### config.mk
export PLATFORM = sky130hd
export DESIGN_NAME = irqtb_top
export DESIGN_NICKNAME = d
export VERILOG_FILES = /design/src/rtl/irqtb_unused_placeholder_removed.sv /design/src/pkg/irqtb_pkg.sv /design/src/rtl/irqtb_sync_edge.sv /design/src/rtl/irqtb_tick.sv /design/src/rtl/irqtb_top.sv
export SDC_FILE = /design/constraint.sdc
export NUM_CORES = 1
export LEC_CHECK = 0
export BUFFER_PORTS_ARGS = -buffer_cell sky130_fd_sc_hd__buf_4
export CAP_MARGIN = 25
export CELL_PAD_IN_SITES_DETAIL_PLACEMENT = 1
export CELL_PAD_IN_SITES_GLOBAL_PLACEMENT = 1
export CORE_ASPECT_RATIO = 0.8
export CORE_MARGIN = 10
export CORE_UTILIZATION = 30
export DETAILED_ROUTE_END_ITERATION = 12
export HOLD_SLACK_MARGIN = 0.05
export PLACE_DENSITY_LB_ADDON = 0.15
export RECOVER_POWER = 100
export SETUP_SLACK_MARGIN = 0.4
export SYNTH_ARGS = -nofsm -noshare
export SYNTH_HDL_FRONTEND = slang
export SYNTH_HIERARCHICAL = 1
export SYNTH_SLANG_ARGS = --single-unit
### constraint.sdc
create_clock -name i_clk -period 2.4 [get_ports i_clk]
set_input_delay 0.12 -clock i_clk [delete_from_list [all_inputs] [get_ports i_clk]]
set_output_delay 0.12 -clock i_clk [all_outputs]
set_load 0.02 [all_outputs]
### src/rtl/irqtb_unused_placeholder_removed.sv
// Intentionally empty compile unit kept free of logic
`timescale 1ns/1ps
`default_nettype none
`default_nettype wire

### src/pkg/irqtb_pkg.sv
// Shared constants for the interrupt sources and time base block
`default_nettype none
package irqtb_pkg;
    // ------------------------------------------------------------
    // Register bus geometry and offsets
    // ------------------------------------------------------------
    localparam int unsigned AW = 4;
    localparam int unsigned DW = 8;
    localparam logic [3:0] OFS_CTRL  = 4'h0;
    localparam logic [3:0] OFS_EDGE  = 4'h1;
    localparam logic [3:0] OFS_IEN   = 4'h2;
    localparam logic [3:0] OFS_IFLAG = 4'h3;
    localparam logic [3:0] OFS_GRP   = 4'h4;
    localparam logic [3:0] OFS_PSC   = 4'h5;
    localparam logic [3:0] OFS_TIME_BASE0_CONTROL  = 4'h6;
    localparam logic [3:0] OFS_TIME_BASE1_CONTROL  = 4'h7;
    localparam logic [3:0] OFS_PINCF = 4'h8;

    // ------------------------------------------------------------
    // Field positions and reset values
    // ------------------------------------------------------------
    localparam int unsigned TB_ON_BIT   = 7;
    localparam int unsigned CONV_BIT    = 6;
    localparam int unsigned GRP_EN_LSB  = 4;
    localparam int unsigned PIN_DIR_LSB = 2;
    localparam int unsigned PIN_PU_LSB  = 4;
    localparam logic [7:0]  REG_RST     = 8'h00;

    // ------------------------------------------------------------
    // Modes
    // ------------------------------------------------------------
    typedef enum logic [1:0] {
        EDGE_OFF  = 2'b00,
        EDGE_RISE = 2'b01,
        EDGE_FALL = 2'b10,
        EDGE_BOTH = 2'b11
    } irqtb_edge_e;
    localparam logic [1:0] PSC_SYS  = 2'b00;
    localparam logic [1:0] PSC_DIV4 = 2'b01;
    localparam logic [1:0] DIV4_TOP = 2'h3;

    // ------------------------------------------------------------
    // Sources: index order is priority order, lowest index first
    // ------------------------------------------------------------
    localparam int unsigned NSRC  = 9;
    localparam int unsigned NGRP  = 3;
    localparam int unsigned GRP0  = 6;
    localparam int unsigned TB_MIN_EXP = 8;
    localparam int unsigned TB_CNT_W   = 15;
    typedef logic [11:0] irqtb_vec_t;
    localparam logic [8:0][11:0] VEC_TAB = {
        12'h038, 12'h034, 12'h030, 12'h024, 12'h020,
        12'h010, 12'h00c, 12'h008, 12'h004
    };
endpackage : irqtb_pkg
`default_nettype wire

### src/rtl/irqtb_sync_edge.sv
// Two-stage input synchroniser with edge pulses
`timescale 1ns/1ps
`default_nettype none
module irqtb_sync_edge #(
    parameter int W = 5
) (
    input  wire logic         i_clk,
    input  wire logic         i_reset_n,
    input  wire logic [W-1:0] i_async,
    output logic      [W-1:0] o_rise,
    output logic      [W-1:0] o_fall
);
    typedef struct packed {
        logic [W-1:0] s1;
        logic [W-1:0] s2;
        logic [W-1:0] s3;
    } irqtb_sync_s;
    irqtb_sync_s r, s;

    generate
        if (W < 1) begin : g_chk
            $error("irqtb_sync_edge: W must be at least 1");
        end
    endgenerate

    // First stage feeds only the second one
    always_comb begin
        s = r;
        s.s1 = i_async;
        s.s2 = r.s1;
        s.s3 = r.s2;
    end

    always_ff @(posedge i_clk or negedge i_reset_n) begin
        if (!i_reset_n) begin
            r <= '0;
        end else begin
            r <= s;
        end
    end

    assign o_rise = r.s2 & ~r.s3;
    assign o_fall = ~r.s2 & r.s3;
endmodule : irqtb_sync_edge
`default_nettype wire

### src/rtl/irqtb_tick.sv
// One time-base unit: free counter with selectable overflow period
`timescale 1ns/1ps
`default_nettype none
module irqtb_tick #(
    parameter int CNT_W = irqtb_pkg::TB_CNT_W
) (
    input  wire logic       i_clk,
    input  wire logic       i_reset_n,
    input  wire logic       i_step,
    input  wire logic       i_on,
    input  wire logic [2:0] i_period,
    output logic            o_ovf
);
    typedef struct packed {
        logic [CNT_W-1:0] cnt;
        logic             ovf;
    } irqtb_tick_s;
    irqtb_tick_s r, s;

    generate
        if (CNT_W < irqtb_pkg::TB_CNT_W) begin : g_chk
            $error("irqtb_tick: counter too narrow for longest period");
        end
    endgenerate

    // Ones in the low 8+period bits
    function automatic logic [CNT_W-1:0] mask_of(input logic [2:0] p);
        logic [CNT_W:0] one;
        one = {{CNT_W{1'b0}}, 1'b1};
        mask_of = CNT_W'((one << (irqtb_pkg::TB_MIN_EXP + p)) - 1'b1);
    endfunction : mask_of

    // Counter stops and clears while off, so a restart is a full period
    always_comb begin
        s = r;
        s.ovf = 1'b0;
        if (!i_on) begin
            s.cnt = '0;
        end else if (i_step) begin
            s.cnt = r.cnt + 1'b1;
            s.ovf = (r.cnt & mask_of(i_period)) == mask_of(i_period);
        end
    end

    always_ff @(posedge i_clk or negedge i_reset_n) begin
        if (!i_reset_n) begin
            r <= '0;
        end else begin
            r <= s;
        end
    end

    assign o_ovf = r.ovf;
endmodule : irqtb_tick
`default_nettype wire

### src/rtl/irqtb_top.sv
// Interrupt sources, time bases and vector call logic
// Function
// - Pin edge of the selected type sets that pin's request flag.
// - Pin call needs global enable, pin enable, valid edge, stack room.
// - Edge select offers rising, falling, both, or off per pin.
// - Pin is an interrupt input only if enabled, selected and input.
// - Pin service clears its flag and the global enable.
// - Pull-up selection stays active while pin is an interrupt input.
// - Comparator output change sets its flag; call when enabled.
// - Comparator service clears its flag and the global enable.
// - Conversion end sets converter flag, gated into a shared group.
// - Each time base overflow sets its flag; call when enabled.
// - Time base service clears its flag and the global enable.
// - Prescaler source: 00 system, 01 system/4, 1x sub clock.
// - Time base runs when bit 7 set; period 2^8 to 2^15.
// - Unused bits of prescaler and time base registers read zero.
// - Group flag sets when any grouped source request appears.
// - Group calls its shared vector when enabled with stack room.
// - Group service clears group flag and global enable only.
// - Taking a call pushes the program counter, loads the vector.
// - No call while the stack is full; request stays pending.
// - Any request flag rising wakes the device, enables ignored.
// - Return-from-interrupt sets the global enable again.
`timescale 1ns/1ps
`default_nettype none
module irqtb_top #(
    parameter int PC_W = 12
) (
    input  wire logic            i_clk,
    input  wire logic            i_reset_n,
    input  wire logic [3:0]      i_addr,
    input  wire logic [7:0]      i_wdata,
    input  wire logic            i_wr,
    input  wire logic            i_rd,
    output logic      [7:0]      o_rdata,
    input  wire logic [1:0]      i_ext_irq_pins,
    output logic      [1:0]      o_pullup_en,
    input  wire logic [1:0]      i_plt_cmp,
    input  wire logic            i_conv_done,
    input  wire logic [2:0]      i_mf_req,
    input  wire logic            i_sub_clock,
    input  wire logic            i_stack_full,
    input  wire logic            i_core_ready,
    input  wire logic [PC_W-1:0] i_pc,
    input  wire logic            i_return_from_irq_instr,
    output logic                 o_call,
    output logic      [PC_W-1:0] o_call_pc,
    output logic      [11:0]     o_call_vec,
    output logic                 o_global_irq_enable,
    output logic                 o_wake
);
    localparam int N = irqtb_pkg::NSRC;

    generate
        if (PC_W < 12) begin : g_chk
            $error("irqtb_top: PC_W must hold a vector address");
        end
    endgenerate

    // ------------------------------------------------------------
    // State
    // ------------------------------------------------------------
    typedef struct packed {
        logic            gie;
        logic [3:0]      edge_sel;
        logic [5:0]      en;
        logic            conv_en;
        logic [N-1:0]    flag;
        logic            conv_flag;
        logic [2:0]      mf_en;
        logic [1:0]      psc;
        logic [1:0]      tb_on;
        logic [2:0]      tb_per0;
        logic [2:0]      tb_per1;
        logic [1:0]      pin_fn;
        logic [1:0]      pin_in;
        logic [1:0]      pull;
        logic [1:0]      div_cnt;
        logic [2:0]      mf_prev;
        logic [7:0]      rdata;
        logic            call;
        logic [PC_W-1:0] call_pc;
        logic [11:0]     call_vec;
        logic            wake;
    } irqtb_state_s;
    irqtb_state_s r, s;

    logic [4:0]   rise;
    logic [4:0]   fall;
    logic         step;
    logic [1:0]   tb_ovf;
    logic [N-1:0] pend;
    logic [3:0]   first;
    logic         take;

    // Lowest set index of a request vector
    function automatic logic [3:0] first_set(input logic [N-1:0] v);
        first_set = 4'hf;
        for (int i = N - 1; i >= 0; i--) begin
            if (v[i]) begin
                first_set = 4'(i);
            end
        end
    endfunction : first_set

    // ------------------------------------------------------------
    // Pin synchronisers and time bases
    // ------------------------------------------------------------
    // Sub clock is slow and asynchronous, so it is sampled, not used
    irqtb_sync_edge #(.W(5)) u_sync (
        .i_clk     (i_clk),
        .i_reset_n (i_reset_n),
        .i_async   ({i_sub_clock, i_plt_cmp, i_ext_irq_pins}),
        .o_rise    (rise),
        .o_fall    (fall)
    );

    // Prescaler clock choice
    always_comb begin
        if (r.psc == irqtb_pkg::PSC_SYS) begin
            step = 1'b1;
        end else if (r.psc == irqtb_pkg::PSC_DIV4) begin
            step = (r.div_cnt == irqtb_pkg::DIV4_TOP);
        end else begin
            step = rise[4];
        end
    end

    irqtb_tick #(.CNT_W(irqtb_pkg::TB_CNT_W)) u_tb0 (
        .i_clk     (i_clk),
        .i_reset_n (i_reset_n),
        .i_step    (step),
        .i_on      (r.tb_on[0]),
        .i_period  (r.tb_per0),
        .o_ovf     (tb_ovf[0])
    );

    irqtb_tick #(.CNT_W(irqtb_pkg::TB_CNT_W)) u_tb1 (
        .i_clk     (i_clk),
        .i_reset_n (i_reset_n),
        .i_step    (step),
        .i_on      (r.tb_on[1]),
        .i_period  (r.tb_per1),
        .o_ovf     (tb_ovf[1])
    );

    // ------------------------------------------------------------
    // Request selection
    // ------------------------------------------------------------
    // Fixed priority; the core only takes a call at an instruction edge
    assign pend  = r.flag & {r.mf_en, r.en};
    assign first = first_set(pend);
    assign take  = r.gie && !i_stack_full && i_core_ready
                   && (pend != '0);

    // ------------------------------------------------------------
    // Next state
    // ------------------------------------------------------------
    always_comb begin
        logic [N-1:0] set;
        logic [2:0]   grp;
        logic         hit;
        set = '0;
        grp = '0;
        hit = 1'b0;
        s = r;
        s.call = 1'b0;
        s.wake = 1'b0;
        s.rdata = '0;
        s.div_cnt = r.div_cnt + 1'b1;

        // Pin edges, only when the pin is set up as interrupt input
        for (int i = 0; i < 2; i++) begin
            hit = r.en[i] & r.pin_fn[i] & r.pin_in[i];
            set[i] = hit & ((r.edge_sel[2*i] & rise[i])
                     | (r.edge_sel[2*i+1] & fall[i]));
        end
        set[3:2] = rise[3:2] | fall[3:2];
        set[5:4] = tb_ovf;

        // Group flag sets on a new request from any member
        grp = i_mf_req | {2'b00, r.conv_flag & r.conv_en};
        set[8:6] = grp & ~r.mf_prev;
        s.mf_prev = grp;

        // Software writes
        if (i_wr) begin
            if (i_addr == irqtb_pkg::OFS_CTRL) begin
                s.gie = i_wdata[0];
            end else if (i_addr == irqtb_pkg::OFS_EDGE) begin
                s.edge_sel = i_wdata[3:0];
            end else if (i_addr == irqtb_pkg::OFS_IEN) begin
                s.en = i_wdata[5:0];
                s.conv_en = i_wdata[irqtb_pkg::CONV_BIT];
            end else if (i_addr == irqtb_pkg::OFS_IFLAG) begin
                s.flag[5:0] = i_wdata[5:0];
                s.conv_flag = i_wdata[irqtb_pkg::CONV_BIT];
            end else if (i_addr == irqtb_pkg::OFS_GRP) begin
                s.flag[8:6] = i_wdata[2:0];
                s.mf_en = i_wdata[irqtb_pkg::GRP_EN_LSB +: 3];
            end else if (i_addr == irqtb_pkg::OFS_PSC) begin
                s.psc = i_wdata[1:0];
            end else if (i_addr == irqtb_pkg::OFS_TIME_BASE0_CONTROL) begin
                s.tb_on[0] = i_wdata[irqtb_pkg::TB_ON_BIT];
                s.tb_per0 = i_wdata[2:0];
            end else if (i_addr == irqtb_pkg::OFS_TIME_BASE1_CONTROL) begin
                s.tb_on[1] = i_wdata[irqtb_pkg::TB_ON_BIT];
                s.tb_per1 = i_wdata[2:0];
            end else if (i_addr == irqtb_pkg::OFS_PINCF) begin
                s.pin_fn = i_wdata[1:0];
                s.pin_in = i_wdata[irqtb_pkg::PIN_DIR_LSB +: 2];
                s.pull = i_wdata[irqtb_pkg::PIN_PU_LSB +: 2];
            end
        end

        // Return from interrupt reopens the gate
        if (i_return_from_irq_instr) begin
            s.gie = 1'b1;
        end

        // Service: clear own flag only; member flags stay for software
        if (take) begin
            s.flag[first] = 1'b0;
            s.gie = 1'b0;
            s.call = 1'b1;
            s.call_pc = i_pc;
            s.call_vec = irqtb_pkg::VEC_TAB[first];
        end

        // Hardware set wins over any clear in the same cycle
        s.flag = s.flag | set;
        s.conv_flag = s.conv_flag | i_conv_done;

        // Wake on any flag rising, whatever the enables
        s.wake = ((s.flag & ~r.flag) != '0)
                 || (s.conv_flag && !r.conv_flag);

        // Read data, one cycle after the strobe; unmapped reads zero
        if (i_rd) begin
            if (i_addr == irqtb_pkg::OFS_CTRL) begin
                s.rdata = {6'h00, i_stack_full, r.gie};
            end else if (i_addr == irqtb_pkg::OFS_EDGE) begin
                s.rdata = {4'h0, r.edge_sel};
            end else if (i_addr == irqtb_pkg::OFS_IEN) begin
                s.rdata = {1'b0, r.conv_en, r.en};
            end else if (i_addr == irqtb_pkg::OFS_IFLAG) begin
                s.rdata = {1'b0, r.conv_flag, r.flag[5:0]};
            end else if (i_addr == irqtb_pkg::OFS_GRP) begin
                s.rdata = {1'b0, r.mf_en, 1'b0, r.flag[8:6]};
            end else if (i_addr == irqtb_pkg::OFS_PSC) begin
                s.rdata = {6'h00, r.psc};
            end else if (i_addr == irqtb_pkg::OFS_TIME_BASE0_CONTROL) begin
                s.rdata = {r.tb_on[0], 4'h0, r.tb_per0};
            end else if (i_addr == irqtb_pkg::OFS_TIME_BASE1_CONTROL) begin
                s.rdata = {r.tb_on[1], 4'h0, r.tb_per1};
            end else if (i_addr == irqtb_pkg::OFS_PINCF) begin
                s.rdata = {2'b00, r.pull, r.pin_in, r.pin_fn};
            end
        end
    end

    // All control state clears on reset
    always_ff @(posedge i_clk or negedge i_reset_n) begin
        if (!i_reset_n) begin
            r <= '0;
        end else begin
            r <= s;
        end
    end

    // ------------------------------------------------------------
    // Outputs
    // ------------------------------------------------------------
    assign o_rdata             = r.rdata;
    assign o_pullup_en         = r.pull;
    assign o_call              = r.call;
    assign o_call_pc           = r.call_pc;
    assign o_call_vec          = r.call_vec;
    assign o_global_irq_enable = r.gie;
    assign o_wake              = r.wake;
endmodule : irqtb_top
`default_nettype wire

==> results.rst, run 1 <==
.. list-table::
   :header-rows: 1

   * - Metric
     - Value
   * - Smallest setup slack after layout
     - approximately 0.084 ns
   * - Fin crit period
     - around 2.3 ns
   * - Terminus of the critical flop-to-flop path
     - o_wake
   * - Maximum vdd drop
     - 395 uV
   * - Clock-pin slew of the registers on the worst-case setup and hold paths
     - 0.06 ns
   * - Effective utilization at floorplan
     - slightly above 30%
   * - Slowest stage delay, CP
     - 0.42 ns
   * - Top-Level Pins
     - 77
   * - Worst rel slew slack
     - -11.4%
   * - Worst slack after detailed placement
     - -0.133 ns
   * - Total grt overflow
     - 0
   * - Reg-to-reg critical path startpoint
     - r[62]
   * - Run status
     - finished with violations
   * - Total of max-cap violations
     - 1
   * - End point of the most critical hold path
     - r[77]
   * - CP Data Arrival Time
     - about 2.6 ns
   * - DR pass1 iterations
     - 4
   * - Hold path depth
     - 2
   * - Final Max Tran Viols
     - 120
   * - Mapped Area
     - 0.00646 mm^2
   * - Violated checks
     - capacitance limit, slew limit
   * - Clock sink total
     - between 100 and 150
   * - Most common cell after layout, fill and taps aside
     - sky130_fd_sc_hd__dfrtp_1
   * - Setup TNS after final layout
     - 0 ns
   * - Worst path depth
     - 11
   * - DP Wirelength
     - between 10,000 and 15,000 um
   * - Clk buf depth
     - 2
   * - Worst clock skew
     - between 0.01 and 0.015 ns
   * - Final setup violating endpoints
     - 0
   * - Count of endpoints failing hold in the final timing report
     - 0
   * - Number of antenna violations at the first check in global routing
     - 0
   * - Net switching fraction of the power
     - approximately 34%
   * - Leakage power figure
     - between 3 and 4 nW
   * - Biggest fanout along the worst timing path
     - 4
   * - Post-Synthesis Mean Instance Area
     - roughly 10 um^2
   * - Commonest non-fill, non-tap cells in the layout
     - sky130_fd_sc_hd__dfrtp_1 (116), sky130_fd_sc_hd__buf_4 (79), sky130_fd_sc_hd__nand2_1 (43)
   * - Class of the worst hold path
     - in -> reg
   * - Worst Min Path Start
     - i_wdata[2]
   * - Routed Wire Length
     - 19,900 um
   * - Maximum number of pins on one net before global-route repair
     - 120
   * - Number of levels the H-tree was split into
     - 4
   * - Yosys synthesis warning count
     - 6
   * - Fraction of the core area covered by cells at the end of the flow
     - 40.9%
   * - R2r worst-path depth
     - 11
   * - Row count
     - 47
   * - Die extent in x
     - roughly 180 um
   * - Area taken by flip-flops and latches
     - slightly below 0.003 mm^2
   * - Height of the die
     - around 150 um
   * - Antenna Cells
     - 0
   * - Crit-path leading delay family
     - simple AND/OR/NAND/NOR gates
   * - Worst skew pair latency
     - 0.42 ns
   * - WP buf/inv
     - 0
   * - Overall fraction of global-route tracks in use
     - between 10 and 15%
   * - Switching power
     - roughly 0.0027 W
   * - Count of buffers inserted at the top-level ports
     - between 60 and 70
   * - Power per standard cell area
     - around 930 mW/mm^2
   * - Antenna-violating nets left
     - 0
   * - Worst path slowest cell
     - sky130_fd_sc_hd__dfrtp_1
   * - Synth-to-Final Area Change
     - 32.4%
   * - Post-place instance area
     - between 0.007 and 0.008 mm^2
   * - Startpoint kind of the worst setup timing path
     - flip-flop
   * - Required time of the worst setup path
     - roughly 2.7 ns
   * - R2R setup slack
     - between 0.08 and 0.09 ns
   * - Area of the core region
     - between 0.02 and 0.025 mm^2
   * - Comb pwr share
     - 32.3%
   * - Final period util
     - around 97%
   * - Proportion of power drawn by the clock network
     - 34.2%
   * - Vias after detailed routing
     - ~5.2k
   * - Number of design rule violations left after detail routing
     - 0
   * - Number of clock buffers inserted by TritonCTS
     - 17
   * - Via count of the first global-routing pass
     - 5,680
   * - FILL cells
     - around 2.3k
   * - Number of nets in the finished design
     - ~800
   * - Average wire per cell in the routed design
     - 19.2 um
   * - Full die area
     - between 0.02 and 0.03 mm^2
   * - Slew at the pin closest to its max-slew limit
     - 1.67 ns
   * - Total Power
     - between 0.007 and 0.008 W
   * - Share of post-route cells with drive strength above 1
     - between 20 and 30%
   * - Area of combinational cells with multiple inputs
     - 0.00327 mm^2
   * - Gpl congestion
     - around 0.85
   * - Kind of end point of the critical path
     - flip-flop
   * - Worst-path cell chain
     - nand2_4, and3_1, a31oi_4, nand2_2, a22o_1, ha_2, nand4b_1, nor2_1, a311oi_2, a2111oi_2, nand4_1
   * - Fraction of power consumed by sequential logic
     - around 34%
   * - Cell Int Power
     - roughly 0.0053 W
   * - Wire length of the first global-routing pass
     - 32,100 um
   * - Clock Tree Root
     - sky130_fd_sc_hd__clkbuf_16
   * - Unrepaired setup endpoints after global routing
     - true
   * - TritonCTS clock tree
     - done
   * - Startpoint-to-endpoint class of the critical path
     - reg -> reg
   * - Detailed router's first-iteration violation count
     - about 260
   * - Synthesized netlist cell count
     - between 600 and 700
   * - Via density
     - 5.03
   * - Maximum operating frequency
     - between 400 and 500 MHz
   * - Cell area after layout
     - between 0.008 and 0.009 mm^2
==> timing repair <==
item	CTS	global route
buffers inserted	20	13
resized for setup	26	49
hold endpoints to repair	161	0
gates cloned	0	1
pin swaps	19	28
hold buffers	34	0
endpoints found under the setup margin	31	34
==> metrics by stage <==
step	cells	hold slack, ns
finish	1037	0.0749
global route	1037	0.0669
CTS	1023	0.0628
detailed placement	937	0.231
global placement	937	0.230
floorplan	626	-0.176
==> area by class of cell <==
type                            instances  area share [%]
Clock inverter                         15            2.37
Sequential cell                       119            34.8
Multi-Input combinational cell        428            38.2
Tap cell                              269            3.93
Timing Repair Buffer                  169            14.8
Clock buffer                           17            4.97
Inverter                               20           0.907
==> metal layers <==
| layer | part of all wire (%) | GRT usage (%) |
|---|---|---|
| met5 | 0 | 0 |
| met4 | 1.1 | 4.62 |
| met3 | 3.6 | 3.35 |
| met2 | 45 | 22.1 |
| met1 | 50 | 20.5 |
==> sequential cells by signal, indices dropped and copies added, names as in the netlist, 2 cells and up <==
| register | count |
|---|---|
| o_call_pc | 12 |
| o_call_vec | 4 |
| o_pullup_en | 2 |
| o_rdata | 8 |
| r | 43 |
| u_sync/r | 15 |
| u_tb0/r | 15 |
| u_tb1/r | 15 |
==> power groups by stage <==
stage          Combinational [W]  Sequential [W]  Clock, W
2_1_floorplan            0.00155         0.00265         0
3_3_place_gp             0.00220         0.00268         0
3_5_place_dp             0.00224         0.00270         0
4_1_cts                  0.00253         0.00267   0.00280
5_1_grt                  0.00279         0.00271   0.00290
6_report                 0.00257         0.00266   0.00272
==> worst max-delay path by stage <==
stage              to  slack (ns)  start
2_1_floorplan  o_wake        0.27  r[66]
3_3_place_gp   o_wake       -0.03  r[56]
3_5_place_dp   o_wake       -0.13  r[56]
4_1_cts        o_wake        0.08  r[55]
5_1_grt        o_wake       -0.03  r[66]
6_report       o_wake        0.08  r[62]
==> worst reg2reg max path: cells and delay by family (launching register included) <==
family	cells	cell delay [ns]
compound gates	4	0.65
fa+ha+maj	1	0.18
flops	1	0.42
simple gates	6	0.94
(Power assumes the default switching activity.)
==> run 2, diff against run 1 <==
==> constraint.sdc (replaced) <==
create_clock -name i_clk -period 1.98 [get_ports i_clk]
set_input_delay 0.099 -clock i_clk [delete_from_list [all_inputs] [get_ports i_clk]]
set_output_delay 0.099 -clock i_clk [all_outputs]
set_load 0.02 [all_outputs]
==> run 2 against run 1 <==
  * The flow finishes with violations (setup timing)
  * Worst setup slack worse by 0.51 ns
  * Non-clock buffer count up 47
  * Sequential power up 20%
  * Sequential share of layout area down 2.8 points
  * Hold slack better by 0.0079 ns
  * Highest routed layer unchanged
==> results.rst, run 2 (synthesis gave the netlist of run 1 again) <==
.. list-table::
   :header-rows: 1

   * - Metric
     - Value
   * - Die extent in x
     - 184 um
   * - Number of clock buffers inserted by TritonCTS
     - 17
   * - Area of the core region
     - around 0.021 mm^2
   * - Count of endpoints failing hold in the final timing report
     - 0
   * - Gpl congestion
     - between 0.8 and 0.9
   * - Biggest fanout along the worst timing path
     - 4
   * - Required time of the worst setup path
     - approximately 2.3 ns
   * - Commonest non-fill, non-tap cells in the layout
     - sky130_fd_sc_hd__dfrtp_1 (118), sky130_fd_sc_hd__buf_4 (105), sky130_fd_sc_hd__nor2_1 (42)
   * - Switching power
     - roughly 0.0035 W
   * - Number of antenna violations at the first check in global routing
     - 0
   * - Full die area
     - between 0.02 and 0.03 mm^2
   * - Startpoint kind of the worst setup timing path
     - flip-flop
   * - Count of buffers inserted at the top-level ports
     - 68
   * - Fraction of power consumed by sequential logic
     - between 30 and 40%
   * - Final setup violating endpoints
     - 33
   * - Share of post-route cells with drive strength above 1
     - between 30% and 40%
   * - Proportion of power drawn by the clock network
     - between 30 and 40%
   * - Class of the worst hold path
     - in -> reg
   * - FILL cells
     - about 2.2k
   * - Clock Tree Root
     - sky130_fd_sc_hd__clkbuf_16
   * - Maximum number of pins on one net before global-route repair
     - 58
   * - Comb pwr share
     - roughly 36%
   * - Area taken by flip-flops and latches
     - 0.00298 mm^2
   * - Smallest setup slack after layout
     - -0.426 ns
   * - Clock sink total
     - between 100 and 150
   * - Worst skew pair latency
     - 0.43 ns
   * - Synth-to-Final Area Change
     - 43.8%
   * - Met2 wire len
     - ~11,000 um
   * - Unrepaired setup endpoints after global routing
     - true
   * - Worst clock skew
     - 0.0134 ns
   * - Slew at the pin closest to its max-slew limit
     - 0.984 ns
   * - Antenna-violating nets left
     - 0
   * - Run status
     - finished with violations
   * - Violated checks
     - setup timing
   * - Cell Int Power
     - between 0.007 and 0.008 W
   * - Row count
     - 47
   * - Worst slack after detailed placement
     - -0.515 ns
   * - Metal1 wirelength
     - around 10,000 um
   * - Number of design rule violations left after detail routing
     - 0
   * - Kind of end point of the critical path
     - flip-flop
   * - Number of nets in the finished design
     - 850
   * - Leakage power figure
     - roughly 4.2 nW
   * - Clock-pin slew of the registers on the worst-case setup and hold paths
     - about 0.06 ns
   * - Vias after detailed routing
     - between 5k and 6k
   * - Maximum vdd drop
     - roughly 570 uV
   * - Worst path slowest cell
     - sky130_fd_sc_hd__a311oi_1
   * - Total of max-cap violations
     - 0
   * - Worst rel slew slack
     - about 34%
   * - Net switching fraction of the power
     - between 30% and 40%
   * - Top-Level Pins
     - 77
   * - Most common cell after layout, fill and taps aside
     - sky130_fd_sc_hd__dfrtp_1
   * - Detailed router's first-iteration violation count
     - just over 300
   * - DP Wirelength
     - ~16,000 um
   * - Height of the die
     - about 150 um
   * - Via count of the first global-routing pass
     - ~6k
   * - Total Power
     - 0.0106 W
   * - Overall fraction of global-route tracks in use
     - between 10% and 20%
   * - DR pass1 iterations
     - 4
   * - Max FFs per register
     - 43
   * - Power per standard cell area
     - roughly 1100 mW/mm^2
   * - TritonCTS clock tree
     - done
   * - Routed Wire Length
     - around 22,000 um
   * - Startpoint-to-endpoint class of the critical path
     - reg -> reg
   * - Via density
     - around 5
   * - Biggest register
     - r
   * - Total grt overflow
     - 0
   * - Slowest stage delay, CP
     - ~0.42 ns
   * - Worst-path cell chain
     - buf_6, a22oi_2, a21boi_2, o21ai_2, inv_1, buf_4, ha_4, nand4b_1, nor2_1, a311oi_1, a21oi_1, nand4_1
   * - Number of levels the H-tree was split into
     - 4
   * - Effective utilization at floorplan
     - a little under a third
   * - Metal3 WL
     - 932 um
   * - Average wire per cell in the routed design
     - between 20 and 25 um
   * - Top metal layer carrying routed signals
     - met4
   * - Maximum operating frequency
     - slightly above 400 MHz
   * - Wire length of the first global-routing pass
     - 34,400 um
   * - Final period util
     - 122%
   * - Final Max Tran Viols
     - 0
   * - Area of combinational cells with multiple inputs
     - around 0.0035 mm^2
   * - CP Data Arrival Time
     - between 2 and 3 ns
   * - Clk buf depth
     - 2
   * - Fin crit period
     - between 2 and 2.5 ns
## run 2: critical path: cells and delay by family (launching register included)
kind                     cells  cell delay [ns]
AO/OA/AOI/OAI                5             1.06
flip-flops                   1             0.40
adder cells (fa/ha/maj)      1             0.15
AND/OR/NAND/NOR              3             0.36
buffers and inverters        3             0.37
## run 2: layout make-up
| class | count | share of cell area [%] |
|---|---|---|
| Inverter | 20 | 0.808 |
| Sequential cell | 119 | 32.1 |
| Multi-Input combinational cell | 427 | 37.9 |
| Antenna cell | 1 | 0.0269 |
| Tap cell | 269 | 3.62 |
| Timing Repair Buffer | 216 | 18.5 |
| Clock inverter | 13 | 2.34 |
| Clock buffer | 19 | 4.77 |
## run 2: what timing repair did
action / 4_1_cts / 5_1_grt
hold buffers: 32 / 0
hold endpoints to repair: 82 / 0
buffers inserted: 17 / 14
resized for setup: 62 / 48
endpoints found under the setup margin: 53 / 62
pin swaps: 24 / 28
cloned: 1 / 1
## run 2: final timing paths
path                              start  slack [ns]           end  depth (start not counted)
setup / recovery                  r[55]       -0.43        o_wake                         12
hold / removal               i_wdata[1]        0.08         r[76]                          2
setup reg to reg                  r[55]       -0.43        o_wake                         12
hold reg to reg            u_sync/r[10]        0.35   u_sync/r[5]                          0
max in group asynchronous     i_reset_n        0.30    u_tb0/r[7]                          3
min in group asynchronous     i_reset_n        0.35  u_sync/r[11]                          2
## run 2: through the flow
stage                     area, um^2  setup TNS (ns)  hold WS (ns)  instances  utilization [%]
after floorplan                 6670          -0.336        -0.197        626                -
after global placement          7740          -0.801         0.102        986             37.0
after detailed placement        7740           -1.58         0.115        986             37.0
after CTS                       9140           -1.30        0.0645       1068             43.7
after global routing            9290          -11.74        0.0724       1083             44.4
final                           9300           -4.91        0.0828       1084             44.4
## run 2: routing by layer
metal	GRT usage, %	up-vias
li1	-	2547
met1	20.4	2751
met2	26.7	111
met3	3.33	24
met4	5.40	0
met5	0	-
## run 2: power by group through the flow
stage / logic (W) / clock network (W) / registers, W
6_report: 0.00385 / 0.00354 / 0.00320
5_1_grt: 0.00415 / 0.00375 / 0.00326
4_1_cts: 0.00369 / 0.00363 / 0.00320
3_5_place_dp: 0.00324 / 0 / 0.00323
3_3_place_gp: 0.00315 / 0 / 0.00320
2_1_floorplan: 0.00197 / 0 / 0.00322
